--- config.mk ---
export PLATFORM = sky130hd
export DESIGN_NAME = fsm_top
export DESIGN_NICKNAME = d
export VERILOG_FILES = /design/src/logic/fsm_pkg.sv /design/src/logic/fsm_top.sv /design/src/logic/fsm_chan.sv
export SDC_FILE = /design/constraint.sdc
export NUM_CORES = 1
export LEC_CHECK = 0
export BUFFER_PORTS_ARGS = -buffer_cell sky130_fd_sc_hd__buf_4
export CORE_MARGIN = 1
export CORE_UTILIZATION = 53
export DETAILED_ROUTE_END_ITERATION = 8
export GPL_TIMING_DRIVEN = 0
export PLACE_DENSITY_LB_ADDON = 0.2
export SETUP_SLACK_MARGIN = 0.05
export SYNTH_ARGS = -nofsm -noshare
export SYNTH_HDL_FRONTEND = slang
export SYNTH_SLANG_ARGS = --single-unit
export TNS_END_PERCENT = 20
--- constraint.sdc ---
create_clock -name clock_i -period 6.06 [get_ports clock_i]
set_input_delay 1.212 -clock clock_i [delete_from_list [all_inputs] [get_ports clock_i]]
set_output_delay 1.212 -clock clock_i [all_outputs]
set_load 0.005 [all_outputs]
--- src/logic/fsm_pkg.sv ---
// Package for the framer-side rail mode selection block.
// Assumes a single 10 MHz master clock and no software registers.
package fsm_pkg;
   localparam int CHANNELS = 8;
   // Select must stay high for more than this many consecutive master clock cycles.
   localparam int UNI_HOLD_CYCLES = 16;
   localparam int CNT_W = 5;
   localparam logic RESET_MODE_UNI = 1'b0;
   localparam logic [1:0] RESET_LINK_SYNC = 2'h0;
endpackage : fsm_pkg

--- src/logic/fsm_top.sv ---
// Top of the framer-side rail mode selection for eight channels.
// Assumes framer pins arrive asynchronously to clock_i and line-side signals come from
// the device's own decoders on clock_i; transmit data is handed on to the line encoders.
`timescale 1ns/100ps
`default_nettype none
// Notes on behaviour
// [RULE1] Each channel's select governs both its receive and transmit framer pins with no other setup.
// [RULE2] A low select keeps the channel in two-rail mode with separate plus and minus data.
// [RULE3] Unipolar mode is entered only after the select has been high for more than 16 master clocks.
// [RULE4] In unipolar mode the receive minus pin carries the bipolar violation flag.
// [RULE5] The transmit minus pin doubles as the select and is held high by the framer for unipolar mode.
// [RULE6] In unipolar mode the plus pins carry single-rail data and the clock pins are unchanged.
module fsm_top #(
   parameter int CH = fsm_pkg::CHANNELS,
   parameter int HOLD = fsm_pkg::UNI_HOLD_CYCLES
) (
   input wire logic clock_i,
   input wire logic sys_rst_i,
   input wire logic [CH-1:0] tx_plus_rail_i,
   input wire logic [CH-1:0] tx_minus_rail_i,
   input wire logic [CH-1:0] tx_input_clock_i,
   input wire logic [CH-1:0] line_rx_plus_i,
   input wire logic [CH-1:0] line_rx_minus_i,
   input wire logic [CH-1:0] line_violation_i,
   input wire logic [CH-1:0] line_rx_clock_i,
   output logic [CH-1:0] rx_plus_rail_o,
   output logic [CH-1:0] rx_minus_rail_o,
   output logic [CH-1:0] rx_clock_o,
   output logic [CH-1:0] enc_tx_plus_o,
   output logic [CH-1:0] enc_tx_minus_o,
   output logic [CH-1:0] enc_tx_clock_o,
   output logic [CH-1:0] unipolar_o
);
   initial begin
      if (CH < 1) $error("fsm_top: CH must be positive");
   end

   // Two-stage synchronisers for every framer pin; the first stage feeds only the second.
   logic [CH-1:0] tpl_m_r, tpl_s_r, tmi_m_r, tmi_s_r, tck_m_r, tck_s_r;
   always_ff @(posedge clock_i or posedge sys_rst_i) begin
      if (sys_rst_i) begin
         {tpl_m_r, tpl_s_r, tmi_m_r, tmi_s_r, tck_m_r, tck_s_r} <= '0;
      end else begin
         tpl_m_r <= tx_plus_rail_i;
         tpl_s_r <= tpl_m_r;
         tmi_m_r <= tx_minus_rail_i;
         tmi_s_r <= tmi_m_r;
         tck_m_r <= tx_input_clock_i;
         tck_s_r <= tck_m_r;
      end
   end

   wire [CH-1:0] rxp_nxt, rxm_nxt, txp_nxt, txm_nxt, uni_nxt;

   // One qualifier and steering path per channel.
   for (genvar c = 0; c < CH; c++) begin : g_ch
      fsm_chan #(.HOLD(HOLD)) u_chan (
         .clock_i(clock_i),
         .sys_rst_i(sys_rst_i),
         .tx_minus_s_i(tmi_s_r[c]),
         .tx_plus_s_i(tpl_s_r[c]),
         .rx_plus_d_i(line_rx_plus_i[c]),
         .rx_minus_d_i(line_rx_minus_i[c]),
         .violation_d_i(line_violation_i[c]),
         .unipolar_o(uni_nxt[c]),
         .rx_plus_nxt_o(rxp_nxt[c]),
         .rx_minus_nxt_o(rxm_nxt[c]),
         .tx_plus_nxt_o(txp_nxt[c]),
         .tx_minus_nxt_o(txm_nxt[c])
      );
   end

   // Output registers; clocks pass unchanged in both modes, delayed like the data.
   always_ff @(posedge clock_i or posedge sys_rst_i) begin
      if (sys_rst_i) begin
         {rx_plus_rail_o, rx_minus_rail_o, rx_clock_o} <= '0;
         {enc_tx_plus_o, enc_tx_minus_o, enc_tx_clock_o, unipolar_o} <= '0;
      end else begin
         rx_plus_rail_o <= rxp_nxt; // RULE6
         rx_minus_rail_o <= rxm_nxt; // RULE4
         rx_clock_o <= line_rx_clock_i; // RULE6
         enc_tx_plus_o <= txp_nxt; // RULE6
         enc_tx_minus_o <= txm_nxt; // RULE5
         enc_tx_clock_o <= tck_s_r; // RULE6
         unipolar_o <= uni_nxt; // RULE1
      end
   end

   // The violation flag reaches the minus pin one edge after it is presented in unipolar mode.
   // The release edge is skipped: the output flops still load reset values there.
   flag_route_a : assert property (@(posedge clock_i) disable iff (sys_rst_i)
      uni_nxt[0] && !$past(sys_rst_i) |=> rx_minus_rail_o[0] == $past(line_violation_i[0])) // RULE4
      else $error("violation flag not routed");
   // Transmit minus data is never passed on while unipolar.
   tx_minus_quiet_a : assert property (@(posedge clock_i) disable iff (sys_rst_i)
      unipolar_o[0] |-> !enc_tx_minus_o[0]) // RULE5
      else $error("minus rail leaked in unipolar mode");
   // Bipolar receive minus follows line data.
   rx_minus_bip_a : assert property (@(posedge clock_i) disable iff (sys_rst_i)
      !uni_nxt[0] && !$past(sys_rst_i) |=> rx_minus_rail_o[0] == $past(line_rx_minus_i[0])) // RULE2
      else $error("bipolar minus data not routed");
   // Plus receive data passes in either mode.
   rx_plus_pass_a : assert property (@(posedge clock_i) disable iff (sys_rst_i)
      !$past(sys_rst_i) |=> rx_plus_rail_o[0] == $past(line_rx_plus_i[0])) // RULE6
      else $error("plus data not routed");
   // The mode pin shows the qualified mode one edge later, for every channel.
   mode_out_a : assert property (@(posedge clock_i) disable iff (sys_rst_i)
      !$past(sys_rst_i) |=> unipolar_o == $past(uni_nxt)) // RULE1
      else $error("mode output does not follow qualifier");
endmodule : fsm_top
`default_nettype wire

--- src/logic/fsm_chan.sv ---
// One channel of rail mode selection: select qualification and pin steering.
// Assumes every input has already been brought into the clock_i domain.
`timescale 1ns/100ps
`default_nettype none
module fsm_chan #(
   parameter int HOLD = fsm_pkg::UNI_HOLD_CYCLES
) (
   input wire logic clock_i,
   input wire logic sys_rst_i,
   input wire logic tx_minus_s_i,
   input wire logic tx_plus_s_i,
   input wire logic rx_plus_d_i,
   input wire logic rx_minus_d_i,
   input wire logic violation_d_i,
   output logic unipolar_o,
   output logic rx_plus_nxt_o,
   output logic rx_minus_nxt_o,
   output logic tx_plus_nxt_o,
   output logic tx_minus_nxt_o
);
   logic [fsm_pkg::CNT_W-1:0] high_cnt_r;
   logic unipolar_r;
   wire sat = (high_cnt_r == (fsm_pkg::CNT_W)'(HOLD));

   initial begin
      if (HOLD < 1 || HOLD >= (1 << fsm_pkg::CNT_W) - 1) $error("fsm_chan: HOLD out of range");
   end

   // Count consecutive high samples; one low sample drops straight back to bipolar.
   always_ff @(posedge clock_i or posedge sys_rst_i) begin
      if (sys_rst_i) begin
         high_cnt_r <= '0;
         unipolar_r <= fsm_pkg::RESET_MODE_UNI;
      end else if (!tx_minus_s_i) begin
         high_cnt_r <= '0; // RULE2
         unipolar_r <= 1'b0; // RULE2
      end else if (sat) begin
         unipolar_r <= 1'b1; // RULE3
      end else begin
         high_cnt_r <= high_cnt_r + 1'b1;
      end
   end

   // Steering: in unipolar mode the receive minus rail carries the violation flag and the transmit minus rail is held low.
   assign unipolar_o = unipolar_r; // RULE1
   assign rx_plus_nxt_o = rx_plus_d_i; // RULE6
   assign rx_minus_nxt_o = unipolar_r ? violation_d_i : rx_minus_d_i; // RULE4
   assign tx_plus_nxt_o = tx_plus_s_i; // RULE6
   assign tx_minus_nxt_o = unipolar_r ? 1'b0 : tx_minus_s_i; // RULE5

   // Unipolar is entered only after more than HOLD consecutive high samples.
   unipolar_entry_a : assert property (@(posedge clock_i) disable iff (sys_rst_i)
      $rose(unipolar_r) |-> $past(high_cnt_r) == (fsm_pkg::CNT_W)'(HOLD)) // RULE3
      else $error("unipolar entered without full hold");
   // A low select leaves unipolar on the next edge.
   bipolar_drop_a : assert property (@(posedge clock_i) disable iff (sys_rst_i)
      !tx_minus_s_i |=> !unipolar_r) // RULE2
      else $error("bipolar not restored after low select");
endmodule : fsm_chan
`default_nettype wire

**Word-level counts from Yosys, hierarchy flattened**

Index checks and enable logic that the tools add are counted.

- Bits in registers: 152
- Input bits: 58
- Word-level logic and storage cells: 109

- Add/sub/neg operators: 8
- Equal/unequal tests: 24
- Muxes and demuxes: 48

Operators by type and width:

| cell | number |
|---|---|
| 5-bit two-way mux | 16 |
| 5-bit by 1-bit adder with 5-bit output (second input constant) | 8 |
| 5-bit == test (second input constant) | 8 |
| 1-bit two-way mux | 32 |
| 2-bit by 1-bit inequality test with 1-bit output (second input constant) | 8 |
| 2-bit inequality test (second input constant) | 8 |

**Logic depth before layout (Yosys ltp)**

- Word-level depth: 3
- Gate-level depth with buffers: 4
- Depth with buffers taken out: 4

**By module**

Synthesis repeated with hierarchy kept, for this count alone.

- Cell total of the unflattened synthesis: 377
- Area, all modules: 5,459.0 µm²

By module, submodules not included:

| module | instances | cells an instance | area an instance (µm²) | seq. area each (µm²) |
|---|---|---|---|---|
| fsm_chan | 8 | 34 | 356.6 | 150.1 |
| fsm_top | 1 | 105 | 2,606.2 | 2,602.5 |

**Least setup slack after synthesis**

OpenSTA, ideal clock, no wires.

- Path type: input -> register
- Start: input port line_violation_i[0]
- End: register rx_minus_rail_o[0]
- Setup time: 125 ps
- Data arrival time: 1,449 ps
- Setup slack: 4,486 ps
- Stages: 1
- Buffers on the path: 0
- Cell sequence: mux2_2

- Longest elaborated chain between the ends: 1

Ends and longest elaborated chain:

| element | RTL line | RTL |
|---|---|---|
| start, declared | fsm_top.sv:24 | `input wire logic [CH-1:0] line_violation_i,` |
| 1-bit two-way mux | fsm_chan.sv:47 | `assign rx_minus_nxt_o = unipolar_r ? violation_d_i : rx_minus_d_i;` |
| end signal, assigned | fsm_top.sv:80 | `rx_minus_rail_o <= rxm_nxt;` |
| end, declared | fsm_top.sv:27 | `output logic [CH-1:0] rx_minus_rail_o,` |

Every way passes these cells.
A chain may end at the register's enable or synchronous reset.

**Final worst setup path**

- Start: register enc_tx_clock_o[4]
- End: output port enc_tx_clock_o[4]

RTL lines:

| element | RTL line | RTL |
|---|---|---|
| start, declared | fsm_top.sv:31 | `output logic [CH-1:0] enc_tx_clock_o,` |
| start signal, assigned | fsm_top.sv:84 | `enc_tx_clock_o <= tck_s_r;` |

No word-level cell between the ends.

==> out/results.ini <==
[logic_synthesis]
ys_seq_area_share_pct = 71.6
synth_compound_gate_area_share_pct = 1.25
synth_top_family_by_area = simple AND/OR/NAND/NOR gates
ys_top_cells_by_area = dfrtp_1 (72%), mux2i_1 (6.0%), ha_1 (3.8%)
postSynthCellCount = 354
synthSimpleGateAreaFrac_pct = 12.6
synth_xor_area_share_pct = 1.15
synth_warnings = 0
yosysTopAreaCellShare_pct = 71.6
synth_adder_area_share_pct = 3.77
synth_area_um2 = 5310
syn-mean-instance-area_um2 = 15.0
post_synth_num_cell_types = 17
muxShareOfSynthArea_pct = 7.72
synth_top_area_cell = dfrtp_1
syn_nets = 428
synth.ff_latch_count = 152

[worst_setup_path]
path_class = reg -> out
start_kind = flop
cp.required_ns = 4.85
regToRegStartpoint = g_ch[4].u_chan.high_cnt_r[0]
cp_top_family = flip-flops
slowest_stage = dfrtp_1
endpoint_kind = primary output
setup.worst_path.start = enc_tx_clock_o[4]
crit_buf_inv = 1
slowest_delay_ns = 0.39
path_cells = buf_4
crit_arrival_ns = 1.04
cp_max_fo = 1

[global_route]
grt_util_all_layers_pct = 18.0
grt_max_degree = 86
grt_antenna_before_repair = 0
grt-ovfl-total = 0
grt_first_pass_wirelength_um = 14000
grt_pass1_vias = 3043

[clocking]
tritoncts = built
numCtsBuffers = 17
clk-insertion-delay-late_ns = 0.51
htreeDepth = 4
cts.repair.resized = 0
clk_pin_slew_ns = 0.06
hold_buffers = 0
clkSinkCount = 152
cts_root_buf = clkbuf_8
post_cts_buffers = 0
cts_max_path_buffers = 2

[place]
dp_cells = 601
gp_congestion = 0.760
post-place-ws_ns = 3.85
io_buffers = 113
dp_hpwl_um = 5690

[power]
power_uw = 2160
power_density_nw_per_um2 = 314
ir_worst_vdd_mv = 0.151
leakage_uw = 0.00336

[detailed_routing]
vias_per_cell = 4.74
drtIter0Drc = 42
drtAntennaViolNets = 0
wl_met1_um = 3730
dr.pass1.iters = 4
highest_layer = met4
drc = 0
routed_wl_um = 8420
route.vias.total = 2990
wl_per_cell_um = 13.3
met3WireLength_um = 435
wl_met2_um = 4160

[layout]
layout-drive-gt1-share_pct = 35.3
top_register = g_ch.u_chan.high_cnt_r
final_cells = 631
layout.nets = 561
fill_cells = 700
largest_reg_flops = 40
regArea_um2 = 3800
diodes = 0
multi_input_area_um2 = 1410
syn_to_final_growth_pct = 29.8

[floorplan]
core_region_area_um2 = 9730
io_pins = 114
die_h_um = 102
die-width_um = 102
initial_core_util_pct = 54.6
dieArea_um2 = 10400
rows = 36

[sta]
worst_slew_pin_slew_ns = 0.735
period_share_pct = 37.2
hold_viol = 0
setup_viol = 0
drv_slew = 0
layout_setup_ws_ns = 3.81
slew_headroom_pct = 51.0
rsz0062_at_grt = no
fin_crit_ns = 2.25
fin_skew_ns = 0.00953
max_freq_ghz = 0.444

[outcome]
status = completed

[worst_hold_path]
holdCritPathClass = reg -> reg
hold_start = tck_m_r[5]

[job]
max_cap_viol_count = 0

-- logic make-up (layout without fill, tap and decap cells) --
group	count (synthesis)	count (layout)
and+or+nand+nor	105	105
xor gates and xnor gates	7	7
DFF	152	152
adders and majority gates	16	16
AOI/OAI and AO/OA	9	9
muxes	40	40
buffers and inverters	25	169
-- metrics by stage --
stage          TNS [ns]  util [%]  cell area (µm²)  hold slack (ns)
6_report              0      70.9             6900            0.346
5_1_grt               0      70.9             6900            0.355
4_1_cts               0      70.9             6900            0.348
3_5_place_dp          0      65.4             6360            0.335
3_3_place_gp    -107.09      65.0             6330            0.332
2_1_floorplan         0         -             5310            0.331
-- per-layer routing --
metal,vias up,track usage [%]
li1,1422,-
met1,1476,23.3
met2,84,28.1
met3,8,5.75
met4,0,7.58
met5,-,0
-- layout make-up --
cell class / count / share of cell area (%)
Inverter: 17 / 0.998
Timing Repair Buffer: 114 / 12.7
Buffer: 8 / 0.580
Multi-Input combinational cell: 177 / 20.4
Clock buffer: 23 / 6.77
Sequential cell: 152 / 55.1
Clock inverter: 7 / 1.03
Tap cell: 133 / 2.41
-- layout by cell type, fill, tap and decap left out --
| master | synthesis | layout |
|---|---|---|
| buf_16 | 0 | 1 |
| and4bb_4 | 8 | 8 |
| dfrtp_1 | 152 | 152 |
| nand3_1 | 16 | 16 |
| o22ai_1 | 1 | 1 |
| buf_4 | 0 | 113 |
| mux2i_1 | 32 | 32 |
| clkbuf_1 | 0 | 3 |
| bufinv_16 | 0 | 1 |
| nor3b_2 | 7 | 7 |
| clkinv_2 | 0 | 2 |
| nand2b_1 | 21 | 21 |
| nand2b_2 | 3 | 3 |
| inv_6 | 0 | 1 |
| nor2b_1 | 8 | 8 |
| clkinv_4 | 0 | 1 |
| nand3b_1 | 1 | 1 |
| clkinvlp_4 | 0 | 3 |
| mux2_2 | 8 | 8 |
| clkbuf_16 | 0 | 16 |
| xnor2_1 | 7 | 7 |
| inv_1 | 17 | 16 |
| clkbuf_8 | 0 | 4 |
| o21a_1 | 8 | 8 |
| buf_2 | 8 | 8 |
| ha_1 | 16 | 16 |
| nand2_1 | 41 | 41 |
-- synth_stat cells --
master      n
inv_1      17
ha_1       16
nor3b_2     7
nand2_1    41
nand3_1    16
o21a_1      8
and4bb_4    8
buf_2       8
nand2b_2    3
xnor2_1     7
nand3b_1    1
mux2_2      8
nand2b_1   21
nor2b_1     8
mux2i_1    32
o22ai_1     1
dfrtp_1   152
-- path summary, 6_finish.rpt --
| kind | endpoint | slack, ns | cells past startpoint |
|---|---|---|---|
| setup / recovery | enc_tx_clock_o[4] | 3.81 | 1 |
| min in group asynchronous | tck_s_r[7] | 0.85 | 2 |
| hold reg to reg | tck_s_r[5] | 0.35 | 0 |
| hold / removal | tck_s_r[5] | 0.35 | 0 |
| setup reg to reg | g_ch[4].u_chan.high_cnt_r[0] | 4.83 | 4 |
| max in group asynchronous | enc_tx_clock_o[3] | 4.42 | 3 |
-- report_power, final --
| part | total [µW] | internal (µW) | leakage [µW] | switching (µW) |
|---|---|---|---|---|
| clock | 945 | 571 | 0.000256 | 374 |
| sequential | 1090 | 1060 | 0.00188 | 24.7 |
| combinational | 134 | 73.1 | 0.00122 | 60.7 |
Note: power is estimated with default switching activity, not from simulation.
